### src/include/ccss_pkg.sv
`default_nettype none
package ccss_pkg;
    localparam int unsigned DATA_W         = 8;
    localparam logic [3:0]  OFF_CTRL0      = 4'h0;
    localparam logic [3:0]  OFF_CTRL1      = 4'h4;
    localparam logic [3:0]  OFF_TXBUF      = 4'h8;
    localparam logic [3:0]  OFF_RXBUF      = 4'hc;
    localparam logic [4:0]  OFF_IRQ_STAT   = 5'h10;
    localparam logic [4:0]  OFF_IRQ_MASK   = 5'h14;
    localparam int unsigned C0_CLK_EXT     = 0;
    localparam int unsigned C0_POL         = 1;
    localparam int unsigned C0_RTS_SEL     = 2;
    localparam int unsigned C0_CTS_SEL     = 3;
    localparam int unsigned C0_DIV_LSB     = 8;
    localparam int unsigned C0_DIV_W       = 8;
    localparam int unsigned C1_TE          = 0;
    localparam int unsigned C1_TI          = 1;
    localparam int unsigned C1_RE          = 2;
    localparam int unsigned C1_RXFULL      = 3;
    localparam int unsigned C1_IRS         = 4;
    localparam int unsigned C1_ERE         = 5;
    localparam int unsigned C1_SCM         = 6;
    localparam int unsigned RB_OVR         = 12;
    localparam int unsigned IRQ_TX         = 0;
    localparam int unsigned IRQ_RX         = 1;
    localparam int unsigned IRQ_OVR        = 2;
    localparam int unsigned IRQ_W          = 3;
    localparam logic [7:0]  DIV_RESET      = 8'h04;
    localparam logic [3:0]  BIT_COUNT      = 4'h8;
endpackage : ccss_pkg
`default_nettype wire

### src/rtl/ccss_top.sv
// Notes on behaviour
// External clock with RTS chosen drives RTS low once receiver is ready.
// External clock with RTS chosen drives RTS high when reception begins.
// Internal clock makes RTS function inert; RTS stays low.
// Polarity 0: send on fall, sample on rise; 1 swaps the edges.
// Send starts when enabled, buffer holds data and CTS low if chosen.
// Outside master holds clock idle while start conditions are met.
// Transmitter makes the shift clock; receiving sends dummy data out.
// Internal clock runs once enabled and a word is in the buffer.
// External clock shifts only while the peer supplies clock pulses.
// Word completed while receive buffer full sets overrun flag.
// Overrun leaves the receive interrupt request unchanged.
// Software writes dummy transmit data per word to keep receiving.
// Receive starts with receive enable, transmit enable and data present.
// Smart-card mode with completion source and error output raises tx irq.
// One transfer moves eight bits; rx word loads after the eighth bit.
// Idle internal shift clock rests at the polarity idle level.
//
// The Avalon-MM slave port and the register offsets were left to the implementer.
`timescale 1ns/100ps
`default_nettype none
module ccss_top #(
    parameter int unsigned DIV_W = ccss_pkg::C0_DIV_W
) (
    input  wire logic        clk,
    input  wire logic        rst,
    input  wire logic        clk_en,
    input  wire logic [4:0]  avs_address,
    input  wire logic        avs_read,
    input  wire logic        avs_write,
    input  wire logic [31:0] avs_writedata,
    input  wire logic [3:0]  avs_byteenable,
    output logic      [31:0] avs_readdata,
    output logic             avs_waitrequest,
    input  wire logic        clock_pin_i,
    output logic             clock_pin_o,
    output logic             clock_pin_oe,
    output logic             transmit_data_pin,
    input  wire logic        receive_data_pin,
    input  wire logic        cts_n_pin,
    output logic             rts_n_pin,
    output logic             irq
);
    // ****************************************************************
    // Elaboration checks.
    // ****************************************************************
    // The divider register is one byte wide in the control word.
    if (DIV_W != ccss_pkg::C0_DIV_W) begin : g_bad_div_w
        $error("divider width must match the control field");
    end
    // ****************************************************************
    // Register file.
    // ****************************************************************
    logic [3:0]          ctrl0_q;
    logic [7:0]          div_q;
    logic                te_q, re_q, irs_q, ere_q, scm_q;
    logic                tbe_q;
    logic [7:0]          txbuf_q;
    logic [7:0]          rxbuf_q;
    logic                rxfull_q;
    logic                ovr_q;
    logic [2:0]          stat_q, mask_q;
    logic                rd_ack_q;
    logic [31:0]         rdata_q;
    logic                ext_clk, pol, rts_sel, cts_sel;
    assign ext_clk = ctrl0_q[ccss_pkg::C0_CLK_EXT];
    assign pol     = ctrl0_q[ccss_pkg::C0_POL];
    assign rts_sel = ctrl0_q[ccss_pkg::C0_RTS_SEL];
    assign cts_sel = ctrl0_q[ccss_pkg::C0_CTS_SEL];
    wire         wr_c0  = avs_write && avs_address == 5'(ccss_pkg::OFF_CTRL0);
    wire         wr_c1  = avs_write && avs_address == 5'(ccss_pkg::OFF_CTRL1);
    wire         wr_tb  = avs_write && avs_address == 5'(ccss_pkg::OFF_TXBUF)
                          && avs_byteenable[0];
    wire         rd_rb  = avs_read && avs_address == 5'(ccss_pkg::OFF_RXBUF)
                          && !rd_ack_q;
    wire         wr_st  = avs_write && avs_address == ccss_pkg::OFF_IRQ_STAT;
    wire         wr_mk  = avs_write && avs_address == ccss_pkg::OFF_IRQ_MASK;
    // ****************************************************************
    // Pin synchronisers.
    // ****************************************************************
    logic [2:0] s1_q, s2_q;
    logic [2:0] pins_raw;
    logic       sck_prev_q;
    assign pins_raw = {cts_n_pin, receive_data_pin, clock_pin_i};
    // Each pin passes two flip-flops before any logic reads it.
    for (genvar gi = 0; gi < 3; gi++) begin : g_sync
        always_ff @(posedge clk or posedge rst) begin
            if (rst) begin
                s1_q[gi] <= 1'b1;
                s2_q[gi] <= 1'b1;
            end else if (clk_en) begin
                s1_q[gi] <= pins_raw[gi];
                s2_q[gi] <= s1_q[gi];
            end
        end
    end
    wire sck_ext = s2_q[0];
    wire rxd_s   = s2_q[1];
    wire cts_s   = s2_q[2];
    // ****************************************************************
    // Shift engine.
    // ****************************************************************
    typedef enum logic [1:0] {
        CCSS_IDLE  = 2'b01,
        CCSS_SHIFT = 2'b10
    } ccss_state_t;
    ccss_state_t st_q;
    logic [7:0]  tsr_q, rsr_q, divc_q;
    logic [3:0]  bits_q;
    logic        isck_q;
    logic        rx_act_q;
    // Start needs enable, data present and CTS low when chosen.
    wire start_ok = te_q && !tbe_q && (!cts_sel || !cts_s);
    wire div_hit  = divc_q == 8'h00;
    wire idle_lvl = !pol;
    wire sck_now  = ext_clk ? sck_ext : isck_q;
    wire rise     = sck_now && !sck_prev_q;
    wire fall     = !sck_now && sck_prev_q;
    // Sample edge rises with polarity 0, falls with polarity 1.
    wire samp_e   = (st_q == CCSS_SHIFT) && (pol ? fall : rise);
    wire shft_e   = (st_q == CCSS_SHIFT) && (pol ? rise : fall);
    wire last_b   = samp_e && bits_q == ccss_pkg::BIT_COUNT - 4'h1;
    wire go       = (st_q == CCSS_IDLE) && start_ok;
    // Internal clock toggles only while shifting.
    wire itog     = !ext_clk && st_q == CCSS_SHIFT && div_hit;
    // The frame ends on the eighth sample edge, so the clock rests idle.
    wire done     = last_b;
    // ****************************************************************
    // Edge history and divider.
    // ****************************************************************
    always_ff @(posedge clk or posedge rst) begin
        if (rst) begin
            sck_prev_q <= 1'b1;
            divc_q     <= 8'h00;
        end else if (clk_en) begin
            sck_prev_q <= sck_now;
            divc_q     <= (go || div_hit) ? div_q : divc_q - 8'h01;
        end
    end
    // ****************************************************************
    // Shift state.
    // ****************************************************************
    always_ff @(posedge clk or posedge rst) begin
        if (rst) begin
            st_q       <= CCSS_IDLE;
            tsr_q      <= 8'hff;
            rsr_q      <= 8'h00;
            bits_q     <= 4'h0;
            isck_q     <= 1'b1;
            rx_act_q   <= 1'b0;
        end else if (clk_en) begin
            if (st_q == CCSS_IDLE) begin
                isck_q <= idle_lvl;
                if (go) begin
                    st_q     <= CCSS_SHIFT;
                    tsr_q    <= txbuf_q;
                    bits_q   <= 4'h0;
                    rx_act_q <= re_q;
                end
            end else begin
                if (itog) begin
                    isck_q <= !isck_q;
                end
                if (samp_e) begin
                    rsr_q  <= {rsr_q[6:0], rxd_s};
                    bits_q <= bits_q + 4'h1;
                end
                // External clock shifts only on peer edges.
                if (shft_e && bits_q != 4'h0) begin
                    tsr_q <= {tsr_q[6:0], 1'b1};
                end
                if (done) begin
                    st_q <= CCSS_IDLE;
                end
            end
        end
    end
    assign transmit_data_pin = tsr_q[7];
    assign clock_pin_o       = isck_q;
    assign clock_pin_oe      = !ext_clk;
    wire rx_word = last_b && rx_act_q;
    // RTS: low when ready, high while receiving, inert internal.
    wire rts_hi  = ext_clk && rts_sel && (st_q == CCSS_SHIFT || rxfull_q
                   || !re_q);
    assign rts_n_pin = rts_hi;
    // ****************************************************************
    // Register writes and status.
    // ****************************************************************
    wire [2:0] ev;
    // Overrun does not raise the receive request.
    assign ev[ccss_pkg::IRQ_RX]  = rx_word && !rxfull_q;
    assign ev[ccss_pkg::IRQ_OVR] = rx_word && rxfull_q;
    // Smart-card setup with completion source and error output.
    wire scm_set = wr_c1 && avs_writedata[ccss_pkg::C1_SCM]
                   && avs_writedata[ccss_pkg::C1_IRS]
                   && avs_writedata[ccss_pkg::C1_ERE] && !(irs_q && ere_q);
    assign ev[ccss_pkg::IRQ_TX]  = (irs_q ? done : go) || scm_set;
    // ****************************************************************
    // Control registers.
    // ****************************************************************
    always_ff @(posedge clk or posedge rst) begin
        if (rst) begin
            ctrl0_q <= 4'h0;
            div_q   <= ccss_pkg::DIV_RESET;
        end else if (clk_en && wr_c0) begin
            ctrl0_q <= avs_writedata[3:0];
            div_q   <= avs_writedata[ccss_pkg::C0_DIV_LSB +: 8];
        end
    end
    always_ff @(posedge clk or posedge rst) begin
        if (rst) begin
            te_q  <= 1'b0;
            re_q  <= 1'b0;
            irs_q <= 1'b0;
            ere_q <= 1'b0;
            scm_q <= 1'b0;
        end else if (clk_en && wr_c1) begin
            te_q  <= avs_writedata[ccss_pkg::C1_TE];
            re_q  <= avs_writedata[ccss_pkg::C1_RE];
            irs_q <= avs_writedata[ccss_pkg::C1_IRS];
            ere_q <= avs_writedata[ccss_pkg::C1_ERE];
            scm_q <= avs_writedata[ccss_pkg::C1_SCM];
        end
    end
    // ****************************************************************
    // Transmit buffer.
    // ****************************************************************
    always_ff @(posedge clk or posedge rst) begin
        if (rst) begin
            tbe_q   <= 1'b1;
            txbuf_q <= 8'hff;
        end else if (clk_en) begin
            // Dummy word per reception comes from software writes.
            if (wr_tb) begin
                txbuf_q <= avs_writedata[7:0];
                tbe_q   <= 1'b0;
            end else if (go) begin
                tbe_q <= 1'b1;
            end
        end
    end
    // ****************************************************************
    // Receive buffer and overrun.
    // ****************************************************************
    always_ff @(posedge clk or posedge rst) begin
        if (rst) begin
            rxbuf_q  <= 8'h00;
            rxfull_q <= 1'b0;
            ovr_q    <= 1'b0;
        end else if (clk_en) begin
            if (rx_word) begin
                rxbuf_q  <= {rsr_q[6:0], rxd_s};
                rxfull_q <= 1'b1;
            end else if (rd_rb) begin
                rxfull_q <= 1'b0;
            end
            if (ev[ccss_pkg::IRQ_OVR]) begin
                ovr_q <= 1'b1;
            end else if (wr_c1 && !avs_writedata[ccss_pkg::C1_RE]) begin
                ovr_q <= 1'b0;
            end
        end
    end
    // ****************************************************************
    // Interrupt status and mask.
    // ****************************************************************
    // A new event wins over a write-one-to-clear in the same cycle.
    always_ff @(posedge clk or posedge rst) begin
        if (rst) begin
            stat_q <= 3'h0;
            mask_q <= 3'h0;
        end else if (clk_en) begin
            if (wr_mk) begin
                mask_q <= avs_writedata[2:0];
            end
            stat_q <= (stat_q & ~(wr_st ? avs_writedata[2:0] : 3'h0)) | ev;
        end
    end
    // ****************************************************************
    // Bus read path.
    // ****************************************************************
    wire [31:0] c1_rd = {25'h0, scm_q, ere_q, irs_q, rxfull_q, re_q, tbe_q,
                         te_q};
    wire [31:0] rd_mux =
        avs_address == 5'(ccss_pkg::OFF_CTRL0) ? {16'h0, div_q, 4'h0, ctrl0_q}
      : avs_address == 5'(ccss_pkg::OFF_CTRL1) ? c1_rd
      : avs_address == 5'(ccss_pkg::OFF_TXBUF) ? {24'h0, txbuf_q}
      : avs_address == 5'(ccss_pkg::OFF_RXBUF) ? {19'h0, ovr_q, 4'h0, rxbuf_q}
      : avs_address == ccss_pkg::OFF_IRQ_STAT  ? {29'h0, stat_q}
      : avs_address == ccss_pkg::OFF_IRQ_MASK  ? {29'h0, mask_q}
      : 32'h0;
    always_ff @(posedge clk or posedge rst) begin
        if (rst) begin
            rd_ack_q <= 1'b0;
            rdata_q  <= 32'h0;
        end else if (clk_en) begin
            rd_ack_q <= avs_read && !rd_ack_q;
            rdata_q  <= rd_mux;
        end
    end
    assign avs_waitrequest = avs_read && !rd_ack_q;
    assign avs_readdata    = rdata_q;
    assign irq             = |(stat_q & mask_q);
endmodule : ccss_top
`default_nettype wire

### config.mk
export PLATFORM = sky130hd
export DESIGN_NAME = ccss_top
export DESIGN_NICKNAME = d
export VERILOG_FILES = /design/src/include/ccss_pkg.sv /design/src/rtl/ccss_top.sv
export SDC_FILE = /design/constraint.sdc
export NUM_CORES = 1
export LEC_CHECK = 0
export BUFFER_PORTS_ARGS = -buffer_cell sky130_fd_sc_hd__buf_2
export CAP_MARGIN = 0
export CORE_UTILIZATION = 45
export CTS_CLUSTER_SIZE = 20
export DETAILED_ROUTE_END_ITERATION = 6
export PLACE_DENSITY = 0.67
export SYNTH_ARGS = -nofsm -noshare
export SYNTH_HDL_FRONTEND = slang
export SYNTH_SLANG_ARGS = --single-unit
export TNS_END_PERCENT = 30
### constraint.sdc
create_clock -name clk -period 8.35 [get_ports clk]
set_clock_uncertainty 0.15 [all_clocks]
set_input_delay 0.4175 -clock clk [delete_from_list [all_inputs] [get_ports clk]]
set_output_delay 0.4175 -clock clk [all_outputs]
set_load 0.05 [all_outputs]
# Yosys cells after proc, flatten, opt, wreduce, memory -nomap -nowiden
# Index checks and enable logic that the tools add are counted.
op_classes:
  add_sub_neg: 2
  multipliers: 0
  n_div: 0
  magnitude_cmp: 0
  eq_ne: 9
  shifts: 0
  mux: 29
  n_bitwise: 5
  n_reduce_logical: 74
op_table:
  columns: ["cell", "count"]
  rows:
  - ["2-to-1 mux 13 bit", 3]
  - ["logical AND 1 bit", 33]
  - ["2-to-1 mux 8 bit", 4]
  - ["2-to-1 mux 16 bit", 1]
  - ["AND reduction 3 bit", 5]
  - ["AND reduction 2 bit", 7]
  - ["nonzero test 2 bit", 7]
  - ["zero test 1 bit", 13]
  - ["2-to-1 mux 1 bit", 12]
  - ["2-to-1 mux 4 bit", 3]
  - ["== test 5 x 4 -> 1 bit (second input constant)", 2]
  - ["== test 5 bit (second input constant)", 2]
  - ["2-to-1 mux 3 bit", 3]
  - ["zero test 8 bit", 1]
  - ["subtractor 8 x 1 -> 8 bit (second input constant)", 1]
  - ["bitwise AND 3 bit", 2]
  - ["2-to-1 mux 2 bit", 3]
  - ["== test 5 x 3 -> 1 bit (second input constant)", 1]
  - ["zero test 5 bit", 1]
  - ["logical OR 1 bit", 5]
  - ["adder 4 x 1 -> 4 bit (second input constant)", 1]
  - ["== test 4 x 3 -> 1 bit (second input constant)", 1]
  - ["nonzero test 4 bit", 1]
  - ["NOT 3 bit", 1]
  - ["other kinds (6)", 6]
totals:
  register_bits: 113
  latchBits: 0
  ramBits: 0
  rom_bits: 0
  in_bits: 49
  memories: 0

# Logic depth before layout (Yosys ltp)
depth:
  ltp_word: 10
  mapped_depth: 6
  depth_no_buf: 6

# Worst setup path before layout
# OpenSTA, ideal clock, no wires.
synth_path:
  kind: "reg-to-reg"
  startpoint: "register isck_q, in the netlist clock_pin_o"
  endpoint: "register rsr_q[0]"
  setup_time_ns: 0.125
  arrival_ns: 1.801
  required_ns: 8.075
  slack_ns: 6.274
  stages_incl_launch_ff: 6
  period_less_slack_ns: 2.076
  cell_sequence: "dfstp_2 -> mux2_4 -> mux2i_4 -> nor2_1 -> buf_6 -> mux2_4"
synth_via:
  elab_chain_cells: 6
  word_cells_on_any_way: 7
  cone_classes: "2 x mux; 5 x reduce/logical"
synth_rtl:
  columns: ["element", "line", "text"]
  rows:
  - ["from (decl)", "ccss_top.sv:110", "logic isck_q;"]
  - ["from (signal assigned)", "ccss_top.sv:153", "isck_q <= idle_lvl;"]
  - ["from (signal assigned)", "ccss_top.sv:162", "isck_q <= !isck_q;"]
  - ["2-to-1 mux 1 bit *", "ccss_top.sv:116", "wire sck_now = ext_clk ? sck_ext : isck_q;"]
  - ["zero test 1 bit", "ccss_top.sv:118", "wire fall = !sck_now && sck_prev_q;"]
  - ["logical AND 1 bit", "ccss_top.sv:118", null]
  - ["2-to-1 mux 1 bit *", "ccss_top.sv:120", "wire samp_e = (st_q == CCSS_SHIFT) && (pol ? fall : rise);"]
  - ["logical AND 1 bit *", "ccss_top.sv:120", null]
  - ["AND reduction 3 bit (no source line) *", null, null]
  - ["to (signal assigned)", "ccss_top.sv:165", "rsr_q <= {rsr_q[6:0], rxd_s};"]
  - ["to (decl)", "ccss_top.sv:108", "logic [7:0] tsr_q, rsr_q, divc_q;"]
# Mark *: on every way between the ends. The rest lies on a longest branch, timed or not.
# A chain may end at the register's enable or synchronous reset.

# Final worst setup path
layout_path:
  startpoint: "register ctrl0_q[0]"
  endpoint: "register rsr_q[1]"
layout_via:
  elab_chain_cells: 6
  word_cells_on_any_way: 7
  cone_classes: "2 x mux; 5 x reduce/logical"
layout_rtl:
  columns: ["element", "line", "text"]
  rows:
  - ["from (decl)", "ccss_top.sv:54", "logic [3:0] ctrl0_q;"]
  - ["from (signal assigned)", "ccss_top.sv:206", "ctrl0_q <= avs_writedata[3:0];"]
  - ["2-to-1 mux 1 bit *", "ccss_top.sv:116", null]
  - ["zero test 1 bit", "ccss_top.sv:118", null]
  - ["logical AND 1 bit", "ccss_top.sv:118", null]
  - ["2-to-1 mux 1 bit *", "ccss_top.sv:120", null]
  - ["logical AND 1 bit *", "ccss_top.sv:120", null]
  - ["AND reduction 3 bit (no source line) *", null, null]
# Marked as above.

==> impl_metrics.ini <==
[die]
die_y_microns = 105
core-area_sq_um = 10400
die_w_microns = 105
std_cell_rows = 37
start_util_pct = 46.4
die-area_sq_um = 11100
ios = 87

[yosys]
synth_fa_ha_area_share_pct = 1.04
synth_compound_area_share_pct = 10.9
synth-edff-count = 0
synth.distinct_cells = 58
synthesis.area_sq_um = 4810
synthCells = 409
async_flop_share_pct = 100
yosys_warnings = 0
synth-main-ff-cell = dfrtp_1
yosysSeqAreaShare_pct = 51.1
synthSimpleGateAreaFrac_pct = 12.4
synth_top_family_by_area = multiplexers
synthMuxAreaShare_pct = 19.0
synthXorXnorAreaFrac_pct = 0
ys_ff_latch = 97
synth_area_per_cell_sq_um = 11.8

[routing]
drt_first_pass_iters = 4
routed_wl_mm = 10.4
routedWlPerCell_microns = 17.5
final_antenna_net_count = 0
drc = 0
vias = 3327
viasPerCell = 5.57
drtIter0Drc = 221

[cts]
htreeDepth = 3
cts.clk_slew.worst_paths_ns = 0.10
cts_root_buf = clkbuf_8
post_cts_resized = 0
clock_latency_ns = 0.38
clk_path_buf_depth = 2
clkSinkCount = 97
cts_tree = yes
cts_buffers = 9

[worst_setup_path]
cp_slowest_cell = nor2_1
crit_required_ns = 8.47
start_kind = flop
path_max_fanout = 11
r2r_cells = 4
crit_end = rsr_q[1]$_DFFE_PP0P_
reg2reg_slack_ns = 5.71
worstSetupEndpointType = flop
max_stage_delay_ns = 0.91
crit_path_start = ctrl0_q[0]$_DFFE_PP0P_
crit_arrival_ns = 2.76
crit_chain = mux2_4, mux2i_4, nor2_1, mux2_2
r2r_end = rsr_q[1]$_DFFE_PP0P_
r2r-start = ctrl0_q[0]$_DFFE_PP0P_
critPathKind = reg -> reg

[grt]
grt_pass1_vias = 3384
grt_max_degree = 54
antenna_found_initial = 0
grt_usage_pct = 20.5
grt_pass1_wl_mm = 17.6
overflow = 0

[timing]
fin_crit_ns = 2.64
hold_violations = 0
tightestPinTransition_ns = 1.17
worst_slack_ns = 5.71
rsz0062_at_grt = no
fmax_mhz = 378
max-slew-margin-rel_pct = 21.5
tns_ns = 0
fin_crit_sh_pct = 31.7
whs_ns = 0.119
finalSetupViolCount = 0
slew_viol_final = 0

[place]
dpl-instance-area_sq_um = 5120
dp_cells = 580
place_congestion = 0.845
hpwlAfterDp_mm = 7.35
port_buffers = 51
pre_cts_slack_ns = 5.52

[finish]
layout.cells.non_filler = 597
final_cell_mix = dfrtp_1 (70), mux2_2 (62), buf_2 (51), nand2_1 (31), dfstp_2 (27)
final_area_sq_um = 5370
nNetsFinal = 509
final_common_cell = dfrtp_1
drive_gt1_share_pct = 38.4
syn2layout_area_growth_pct = 11.6
n_antenna_cell = 0

[pwr]
peakVddDrop_uv = 128
power_density_nw_per_um2 = 237
p_leak_nw = 2.42

[min_path]
hold_class = in -> reg

[outcome]
status = complete, no violations

[run]
max_cap_violations = 0
repair_timing:
action	in CTS	in global routing
endpoints found under the hold margin	38	0
buffers inserted	0	0
hold buffers	1	0
setup endpoints to repair	0	0
area by class of cell:
class	instances	area [sq um]
clock buffers	9	124
flip-flops and latches	97	2460
inverters	16	62.6
clock inverters	7	124
repair buffers	55	288
well taps	136	170
multi-input cells	277	2140
fillers	912	5000
cell usage after synthesis (all sizes together), types with 8 or more instances:
library cell,n,share of area [%]
mux2i,10,2.3
dfstp,27,15
buf,26,3.6
mux2,69,17
dfrtp,70,36
nor3,8,1.1
clkbuf,8,0.62
a21oi,10,1.0
nor2b,11,1.4
inv,16,1.2
nor2,20,1.8
nand2,31,2.4
a22o,10,1.8
logic make-up after synthesis:
kind of cell             Yosys count
AND/OR/NAND/NOR                  108
multiplexers                      79
adder cells (fa/ha/maj)            4
other                              1
buffers and inverters             50
flip-flops                        97
AO/OA/AOI/OAI                     70
metal layers:
layer	part of all wire [%]	wire length (microns)	global-route usage (%)	vias to the layer above
li1	-	-	-	1543
met1	48	5040	29.0	1659
met2	46	4790	31.5	113
met3	4.7	488	4.45	12
met4	1.3	132	6.34	0
met5	0	0	0	-
critical path: cells and delay by family, from the launching register on:
| family | cells | cell delay (ns) |
|---|---|---|
| flops | 1 | 0.45 |
| mux | 3 | 1.01 |
| simple gates | 1 | 0.91 |
where the power goes:
group          total (mW)  internal (mW)  switching (mW)
sequential          0.627          0.563          0.0643
combinational       0.274          0.130           0.143
clock               0.375          0.202           0.173
total                1.28          0.895           0.381
metrics by stage:
step	utilization, %	total power [mW]
finish	51.8	1.28
global route	51.8	1.34
CTS	51.8	1.29
detailed placement	49.3	0.909
global placement	49.3	0.895
floorplan	-	0.845
worst min path at each step:
stage	slack [ns]	start	endpoint	depth (start not counted)
floorplan	0.30	tbe_q$_DFFE_PP1P_	tbe_q$_DFFE_PP1P_	2
global placement	0.31	tbe_q$_DFFE_PP1P_	tbe_q$_DFFE_PP1P_	2
detailed placement	0.33	avs_readdata[4]$_DFFE_PP0P_	avs_readdata[4]$_DFFE_PP0P_	1
CTS	0.10	avs_writedata[9]	div_q[1]$_DFFE_PP0P_	2
global route	0.10	avs_writedata[8]	div_q[0]$_DFFE_PP0P_	2
finish	0.12	avs_writedata[8]	div_q[0]$_DFFE_PP0P_	2
registers in the layout, indices dropped and copies added (netlist names), 4 cells and up:
name and flops:
avs_readdata 16, rsr_q 7, txbuf_q 8, divc_q 8, ctrl0_q 4, bits_q 4, rxbuf_q 8, div_q 8
tsr_q 8
Power figures use the tool's default switching activity.
